<file path="config.mk">
export PLATFORM = sky130hd
export DESIGN_NAME = spi_flash_erase_sleep_powerup
export DESIGN_NICKNAME = d
export VERILOG_FILES = /design/src/hw/spi_flash_pkg.sv /design/src/hw/pin_sync.sv /design/src/hw/delay_timer.sv /design/src/hw/spi_flash_erase_sleep_powerup.sv
export VERILOG_INCLUDE_DIRS = /design/src /design/src/hw
export SDC_FILE = /design/constraint.sdc
export NUM_CORES = 1
export LEC_CHECK = 0
export BUFFER_PORTS_ARGS = -buffer_cell sky130_fd_sc_hd__buf_2
export CAP_MARGIN = 10
export CORE_MARGIN = 2
export CORE_UTILIZATION = 50
export CTS_BUF_LIST = sky130_fd_sc_hd__clkbuf_4 sky130_fd_sc_hd__clkbuf_8
export DETAILED_ROUTE_END_ITERATION = 8
export PLACE_DENSITY = 0.66
export SYNTH_ARGS = -nofsm -noshare
export SYNTH_HDL_FRONTEND = slang
export SYNTH_HIERARCHICAL = 1
export SYNTH_SLANG_ARGS = --single-unit
</file>
<file path="constraint.sdc">
create_clock -name clk_i -period 4.2 [get_ports clk_i]
set_clock_uncertainty 0.05 [all_clocks]
set_input_delay 0.21 -clock clk_i [delete_from_list [all_inputs] [get_ports clk_i]]
set_output_delay 0.21 -clock clk_i [all_outputs]
set_load 0.01 [all_outputs]
</file>
<file path="src/hw/spi_flash_regs.svh">
// timing counts, opcode defaults and field positions for the serial flash sequencer
`ifndef SPI_FLASH_REGS_SVH
`define SPI_FLASH_REGS_SVH

`define CLK_FREQ_MHZ         40
`define CLK_FREQ_KHZ         40000

// self-timed sector erase duration, ms
`define BLOCK_WIPE_TIME_MS   1000
`define BLOCK_WIPE_CYCLES    (`BLOCK_WIPE_TIME_MS * `CLK_FREQ_KHZ)
// write inhibit after power-on reset, ms (inside the 1 to 10 ms band)
`define POWERUP_WRITE_MS     10
`define POWERUP_WRITE_CYCLES (`POWERUP_WRITE_MS * `CLK_FREQ_KHZ)
// deep sleep entry and wake delays, ns; least times, rounded up
`define SLEEP_ENTRY_DELAY_NS 3000
`define SLEEP_ENTRY_CYCLES   ((`SLEEP_ENTRY_DELAY_NS * `CLK_FREQ_MHZ + 999) / 1000)
`define WAKE_DELAY_NS        3000
`define WAKE_CYCLES          ((`WAKE_DELAY_NS * `CLK_FREQ_MHZ + 999) / 1000)

// opcode defaults, values arbitrary
`define OP_WRITE_UNLOCK      8'hA1
`define OP_BLOCK_WIPE        8'hA2
`define OP_DEEP_SLEEP        8'hA3
`define OP_WAKE              8'hA4

// frame bit counts
`define BITS_OPCODE          6'h08
`define BITS_WIPE            6'h20
`define BIT_CNT_MAX          6'h21

// address fields
`define SECTOR_MSB           18
`define SECTOR_LSB           16
`define OPCODE_MSB           31
`define OPCODE_LSB           24

`endif

</file>
<file path="src/hw/spi_flash_pkg.sv">
// types shared by the serial flash sequencer
package spi_flash_pkg;

  typedef enum logic [3:0] {
    ST_STANDBY  = 4'b0001,
    ST_ENTERING = 4'b0010,
    ST_SLEEP    = 4'b0100,
    ST_WAKING   = 4'b1000
  } power_state_t;

  typedef logic [2:0] sector_t;

endpackage

</file>
<file path="src/hw/pin_sync.sv">
// two flip-flop synchroniser for a group of pin inputs
`timescale 1ns/1ps
module pin_sync #(
  parameter int          WIDTH     = 1,
  parameter logic [WIDTH-1:0] RESET_VAL = '0
) (
  input  wire logic             clk_i,
  input  wire logic             resetn_i,
  input  wire logic [WIDTH-1:0] pin_i,
  output logic      [WIDTH-1:0] sync_o
);

  logic [WIDTH-1:0] meta;

  // first stage feeds the second stage only
  always_ff @(posedge clk_i or negedge resetn_i) begin
    if (!resetn_i) begin
      meta   <= RESET_VAL;
      sync_o <= RESET_VAL;
    end else begin
      meta   <= pin_i;
      sync_o <= meta;
    end
  end

endmodule

</file>
<file path="src/hw/delay_timer.sv">
// down counter that times one self-timed interval
`timescale 1ns/1ps
module delay_timer #(
  parameter int WIDTH = 32
) (
  input  wire logic             clk_i,
  input  wire logic             resetn_i,
  input  wire logic             start_i,
  input  wire logic [WIDTH-1:0] load_i,
  output logic                  run_o,
  output logic                  done_o
);

  logic [WIDTH-1:0] count;

  // done marks the last cycle of the interval
  assign done_o = run_o && (count == {{(WIDTH-1){1'b0}}, 1'b1});

  // a start while running restarts; callers never do that
  always_ff @(posedge clk_i or negedge resetn_i) begin
    if (!resetn_i) begin
      count <= '0;
      run_o <= 1'b0;
    end else if (start_i) begin
      count <= load_i;
      run_o <= 1'b1;
    end else if (run_o) begin
      count <= count - {{(WIDTH-1){1'b0}}, 1'b1};
      run_o <= !done_o;
    end
  end

endmodule

</file>
<file path="src/hw/spi_flash_erase_sleep_powerup.sv">
// sector erase, deep sleep and power-up write inhibit sequencer of a serial flash
// Function
// - sector erase runs only when the write latch was set by write unlock
// - erase fills the whole addressed sector with ones; any address inside selects it
// - erase executes only when select rises right after bit 32
// - valid erase starts a timed cycle; busy is one during it, zero after
// - write latch is cleared before the erase cycle ends
// - erase of a sector holding a protected page is not executed
// - while busy, erase, deep sleep and wake are rejected without side effect
// - the five top address bits are ignored
// - in deep sleep every command except wake is ignored
// - raising select with no cycle running gives standby, not deep sleep
// - deep sleep ends at power loss; power-up always lands in standby
// - deep sleep is the opcode alone, executed when select rises after bit 8
// - after a valid deep sleep command, wait the entry delay, then sleep
// - wake is the opcode alone; extra clocks before select rises reject it
// - after wake, standby follows the wake delay; master keeps select high meanwhile
// - power-on reset holds all logic in reset, no command answered
// - write unlock and erase type commands are ignored during the power-up delay
// - at power-up the device is in standby with the write latch clear
// - serial data is sampled on each serial clock rising edge while selected
`timescale 1ns/1ps
`include "spi_flash_regs.svh"
module spi_flash_erase_sleep_powerup #(
  parameter logic [7:0]  OP_WRITE_UNLOCK = `OP_WRITE_UNLOCK,
  parameter logic [7:0]  OP_BLOCK_WIPE   = `OP_BLOCK_WIPE,
  parameter logic [7:0]  OP_DEEP_SLEEP   = `OP_DEEP_SLEEP,
  parameter logic [7:0]  OP_WAKE         = `OP_WAKE,
  parameter logic [31:0] WIPE_CYCLES     = `BLOCK_WIPE_CYCLES,
  parameter logic [31:0] POWERUP_CYCLES  = `POWERUP_WRITE_CYCLES
) (
  input  wire logic                 clk_i,
  input  wire logic                 resetn_i,
  input  wire logic                 cs_n_i,
  input  wire logic                 sclk_i,
  input  wire logic                 sdi_i,
  input  wire logic                 ext_busy_i,
  input  wire logic [7:0]           sector_protect_i,
  output logic                      busy_o,
  output logic                      write_latch_o,
  output logic                      erase_active_o,
  output spi_flash_pkg::sector_t    erase_sector_o,
  output logic                      deep_sleep_o,
  output logic                      standby_o,
  output logic                      write_inhibit_o,
  output logic                      cmd_reject_o
);
  import spi_flash_pkg::*;

  localparam int          SLEEP_CYC = `SLEEP_ENTRY_CYCLES;
  localparam int          WAKE_CYC  = `WAKE_CYCLES;
  localparam logic [31:0] SLEEP_LD  = 32'(SLEEP_CYC);
  localparam logic [31:0] WAKE_LD   = 32'(WAKE_CYC);

  power_state_t state;
  logic         cs_n_s;
  logic         sclk_s;
  logic         sdi_s;
  logic         cs_n_d;
  logic         sclk_d;
  logic         cs_rise;
  logic         sclk_rise;
  logic [31:0]  shreg;
  logic [5:0]   bit_cnt;
  logic         por_start;
  logic         pu_run;
  logic         wipe_run;
  logic         wipe_done;
  logic         sleep_done;
  logic         wake_done;
  logic         inhibit;
  logic         busy_any;
  logic [7:0]   op8;
  logic [7:0]   op32;
  sector_t      sector;
  logic         do_unlock;
  logic         do_wipe;
  logic         do_sleep;
  logic         do_wake;
  logic         rejected;

  // pins come from the master's domain; cs idles high
  pin_sync #(
    .WIDTH     (3),
    .RESET_VAL (3'b100)
  ) u_sync (
    .clk_i    (clk_i),
    .resetn_i (resetn_i),
    .pin_i    ({cs_n_i, sclk_i, sdi_i}),
    .sync_o   ({cs_n_s, sclk_s, sdi_s})
  );

  // edge finders run on the synchronised copies only
  always_ff @(posedge clk_i or negedge resetn_i) begin
    if (!resetn_i) begin
      cs_n_d <= 1'b1;
      sclk_d <= 1'b0;
    end else begin
      cs_n_d <= cs_n_s;
      sclk_d <= sclk_s;
    end
  end

  assign cs_rise   = cs_n_s && !cs_n_d;
  assign sclk_rise = sclk_s && !sclk_d && !cs_n_s;

  // shift in on each serial clock rise; counter saturates so long frames stay invalid
  always_ff @(posedge clk_i or negedge resetn_i) begin
    if (!resetn_i) begin
      shreg   <= 32'h0000_0000;
      bit_cnt <= 6'h00;
    end else if (cs_n_s && !cs_rise) begin
      bit_cnt <= 6'h00;
    end else if (sclk_rise) begin
      shreg <= {shreg[30:0], sdi_s};
      if (bit_cnt != `BIT_CNT_MAX) begin
        bit_cnt <= bit_cnt + 6'h01;
      end
    end
  end

  // power-up inhibit timer starts on the first cycle after reset release
  always_ff @(posedge clk_i or negedge resetn_i) begin
    if (!resetn_i) begin
      por_start <= 1'b1;
    end else begin
      por_start <= 1'b0;
    end
  end

  delay_timer #(.WIDTH(32)) u_pu_timer (
    .clk_i    (clk_i),
    .resetn_i (resetn_i),
    .start_i  (por_start),
    .load_i   (POWERUP_CYCLES),
    .run_o    (pu_run),
    .done_o   ()
  );

  assign inhibit  = por_start || pu_run;
  assign busy_any = wipe_run || ext_busy_i;

  // decode at the select rise; the opcode is the first byte of the frame
  assign op8    = shreg[7:0];
  assign op32   = shreg[`OPCODE_MSB:`OPCODE_LSB];
  assign sector = shreg[`SECTOR_MSB:`SECTOR_LSB];

  // only a standby device takes unlock, erase or sleep; a sleeping one only wake
  always_comb begin
    do_unlock = 1'b0;
    do_wipe   = 1'b0;
    do_sleep  = 1'b0;
    do_wake   = 1'b0;
    rejected  = 1'b0;
    if (cs_rise) begin
      if (state == ST_STANDBY) begin
        if (bit_cnt == `BITS_OPCODE && op8 == OP_WRITE_UNLOCK) begin
          do_unlock = !busy_any && !inhibit;
        end
        if (bit_cnt == `BITS_WIPE && op32 == OP_BLOCK_WIPE) begin
          do_wipe  = write_latch_o && !busy_any && !inhibit && !sector_protect_i[sector];
          rejected = busy_any;
        end
        if (bit_cnt == `BITS_OPCODE && op8 == OP_DEEP_SLEEP) begin
          do_sleep = !busy_any;
          rejected = busy_any;
        end
      end else if (state == ST_SLEEP) begin
        if (bit_cnt == `BITS_OPCODE && op8 == OP_WAKE) begin
          do_wake  = !busy_any;
          rejected = busy_any;
        end
      end
    end
  end

  delay_timer #(.WIDTH(32)) u_wipe_timer (
    .clk_i    (clk_i),
    .resetn_i (resetn_i),
    .start_i  (do_wipe),
    .load_i   (WIPE_CYCLES),
    .run_o    (wipe_run),
    .done_o   (wipe_done)
  );

  delay_timer #(.WIDTH(32)) u_sleep_timer (
    .clk_i    (clk_i),
    .resetn_i (resetn_i),
    .start_i  (do_sleep),
    .load_i   (SLEEP_LD),
    .run_o    (),
    .done_o   (sleep_done)
  );

  delay_timer #(.WIDTH(32)) u_wake_timer (
    .clk_i    (clk_i),
    .resetn_i (resetn_i),
    .start_i  (do_wake),
    .load_i   (WAKE_LD),
    .run_o    (),
    .done_o   (wake_done)
  );

  // power mode; reset always lands in standby, never deep sleep
  always_ff @(posedge clk_i or negedge resetn_i) begin
    if (!resetn_i) begin
      state <= ST_STANDBY;
    end else begin
      case (state)
        ST_STANDBY: begin
          if (do_sleep) begin
            state <= ST_ENTERING;
          end
        end
        ST_ENTERING: begin
          if (sleep_done) begin
            state <= ST_SLEEP;
          end
        end
        ST_SLEEP: begin
          if (do_wake) begin
            state <= ST_WAKING;
          end
        end
        ST_WAKING: begin
          if (wake_done) begin
            state <= ST_STANDBY;
          end
        end
        default: begin
          state <= ST_STANDBY;
        end
      endcase
    end
  end

  // write latch: cleared as the erase starts, well before it ends
  always_ff @(posedge clk_i or negedge resetn_i) begin
    if (!resetn_i) begin
      write_latch_o <= 1'b0;
    end else if (do_unlock) begin
      write_latch_o <= 1'b1;
    end else if (do_wipe) begin
      write_latch_o <= 1'b0;
    end
  end

  // erase request to the array: whole sector driven to ones while active
  always_ff @(posedge clk_i or negedge resetn_i) begin
    if (!resetn_i) begin
      erase_active_o <= 1'b0;
      erase_sector_o <= 3'h0;
    end else if (do_wipe) begin
      erase_active_o <= 1'b1;
      erase_sector_o <= sector;
    end else if (wipe_done) begin
      erase_active_o <= 1'b0;
    end
  end

  // status outputs; busy also covers cycles run by the page logic
  always_ff @(posedge clk_i or negedge resetn_i) begin
    if (!resetn_i) begin
      busy_o          <= 1'b0;
      deep_sleep_o    <= 1'b0;
      standby_o       <= 1'b0;
      write_inhibit_o <= 1'b1;
      cmd_reject_o    <= 1'b0;
    end else begin
      busy_o          <= busy_any || do_wipe;
      deep_sleep_o    <= (state == ST_SLEEP);
      standby_o       <= cs_n_s && !busy_any && (state == ST_STANDBY);
      write_inhibit_o <= inhibit;
      cmd_reject_o    <= rejected;
    end
  end

  localparam int SLEEP_LO = SLEEP_CYC - 1;
  localparam int SLEEP_HI = SLEEP_CYC + 2;
  localparam int WAKE_LO  = WAKE_CYC - 1;
  localparam int WAKE_HI  = WAKE_CYC + 2;
endmodule

</file>
==> out/summary.txt <==
status -> completed
top sig layer -> met4
relative slew slack -> 37.63%
HPWL Detailed -> 13580 um
initial core utilization -> 51.19%
Post-CTS Resized -> 0
RePlAce Congestion -> 0.7743
Worst EP arrival -> 3.38 ns
port bufs -> 23
vias in the first global route -> 7866
layout cells sized above 1 -> 8.692%
Critical Path End Type -> flip-flop
CTS H-tree lvls -> 4
WS Path Type -> flip-flop to flip-flop
placed insts -> 1510
Fin. Hold Viols -> 0
fmax -> 0.3282 GHz
GRT overflow -> 0
Cell Area, Placed -> 0.01119 sq mm
Fill cells -> 1828
Core Area -> 0.02036 sq mm
Pre-antenna DRT Iters -> 5
die span in y -> 148.4 um
clock sink count -> 193
clock buffer depth -> 2
CP startpoint kind -> flip-flop
Required @ worst endpoint -> 4.53 ns
Nets -> 1289
Routed Antenna Nets -> 0
Root Driver -> clkbuf_8
Worst Hold Class -> primary input to asynchronous set/reset pin
Initial DRC Count -> 446
Worst VDD drop -> 202.2 uV
GRT Util Overall -> 20.16%
Final Routed Wirelength -> 20690 um
ANT cells -> 0
total I/O pin count -> 24
routed length per instance -> 13.37 um
Pleak -> 4.375 nW
max-cap violation count -> 0
R2R Setup Slk -> 1.15 ns
synth-to-layout area growth -> 12.24%
clk_lat worst skew -> 0.49 ns
Synth Area per Inst -> 9.152 sq um
Via density -> 5.368
Max Slew Vio Count -> 0
Worst Path Max Fanout -> 40
Hold Worst Slack -> 0.2673 ns
power per cell area -> 301.2 mW/mm^2
die area -> 0.02202 sq mm
min cycle time layout -> 3.047 ns
initial antenna violation count -> 0
final instance area -> 0.01170 sq mm
largest net degree at the start of global routing -> 80
FP Rows -> 52
WL met1 -> 10390 um
post-layout power -> 3.524 mW
total number of vias -> 8304
Setup TNS -> 0 ns
DP Worst Slack -> 1.154 ns
routed wl met2 -> 9607 um
RSZ-0062 raised after global routing -> false
Reg clk slew, reported paths -> 0.12 ns
Remaining DRCs -> 0
final worst slack -> 1.153 ns
area of the mapped netlist -> 0.01042 sq mm
Non-Filler Instances -> 1547
number of buffers created by CTS -> 17
setup violators final -> 0
final core utilization -> 57.45%
Tcrit/Tclk final -> 72.54%
Die X -> 148.4 um
CTS tree -> done
Ys Warns -> 6
Mapped Cells -> 1139
first-pass GRT wire length -> 36890 um
Worst Tran Pin Value -> 0.9270 ns
met3 WL post-DR -> 519 um
[metal layers]
layer,track usage [%],vias to the layer above
li1,-,4295
met1,28.85,3921
met2,32.22,75
met3,3.650,13
met4,4.524,0
met5,0,-
[placed cells by master (no fill, tap or decap), drive strengths merged, types with 14 or more instances in the layout]
master,instances
clkbuf,18
a31oi,50
o31ai,42
buf,31
nand4,14
nor4,42
nand2,191
inv,35
dfrtp,187
conb,129
or3,27
nor3,30
xnor2,45
nor2,86
o21ai,77
nand3,14
or4,83
[repair_timing]
item                                   4_1_cts  5_1_grt
setup endpoints to repair                    0        0
buffers inserted                             0        0
endpoints found under the hold margin       80        0
hold buffers                                 5        0
[sequential cells by signal (all words and copies together) (netlist names), 4 cells and up]
signal and cells:
shreg 32, u_pu_timer/count 32, u_sleep_timer/count 32, u_wake_timer/count 32
u_wipe_timer/count 32, bit_cnt 6, state 4
[worst max-delay path: stages, from the launching register on]
cell and delay (ns):
dfrtp_1 0.46, or4b_2 0.69, or3_1 0.44, nor3_2 0.33, buf_4 0.38, nor2_1 0.07, nand3_1 0.08, or3b_2 0.43
[power breakdown]
part | total, mW | switching, mW | internal (mW)
registers | 1.99 | 0.0705 | 1.92
logic | 0.209 | 0.129 | 0.0803
clock network | 1.33 | 0.836 | 0.492
[layout make-up]
class	instances	area [sq um]	area share, %
Inverter	26	97.59	0.8341
Timing Repair Buffer	37	254.0	2.171
Clock buffer	17	234.0	2.000
Clock inverter	15	224.0	1.914
Sequential cell	193	4837	41.34
Multi-Input combinational cell	989	5715	48.85
Tap cell	270	337.8	2.887
[worst paths after layout]
check,startpoint,end,cells after the start
hold / removal,resetn_i,u_wake_timer/count[24],2
setup reg to reg,bit_cnt[2],u_wake_timer/count[22],7
setup / recovery,bit_cnt[2],u_wake_timer/count[22],7
min in group clk_i,cs_n_i,u_sync/meta[2],2
hold reg to reg,u_sync/meta[1],u_sync/sync_o[1],0
max in group asynchronous,resetn_i,u_pu_timer/count[11],3
Note: power is estimated with default switching activity, not from simulation.
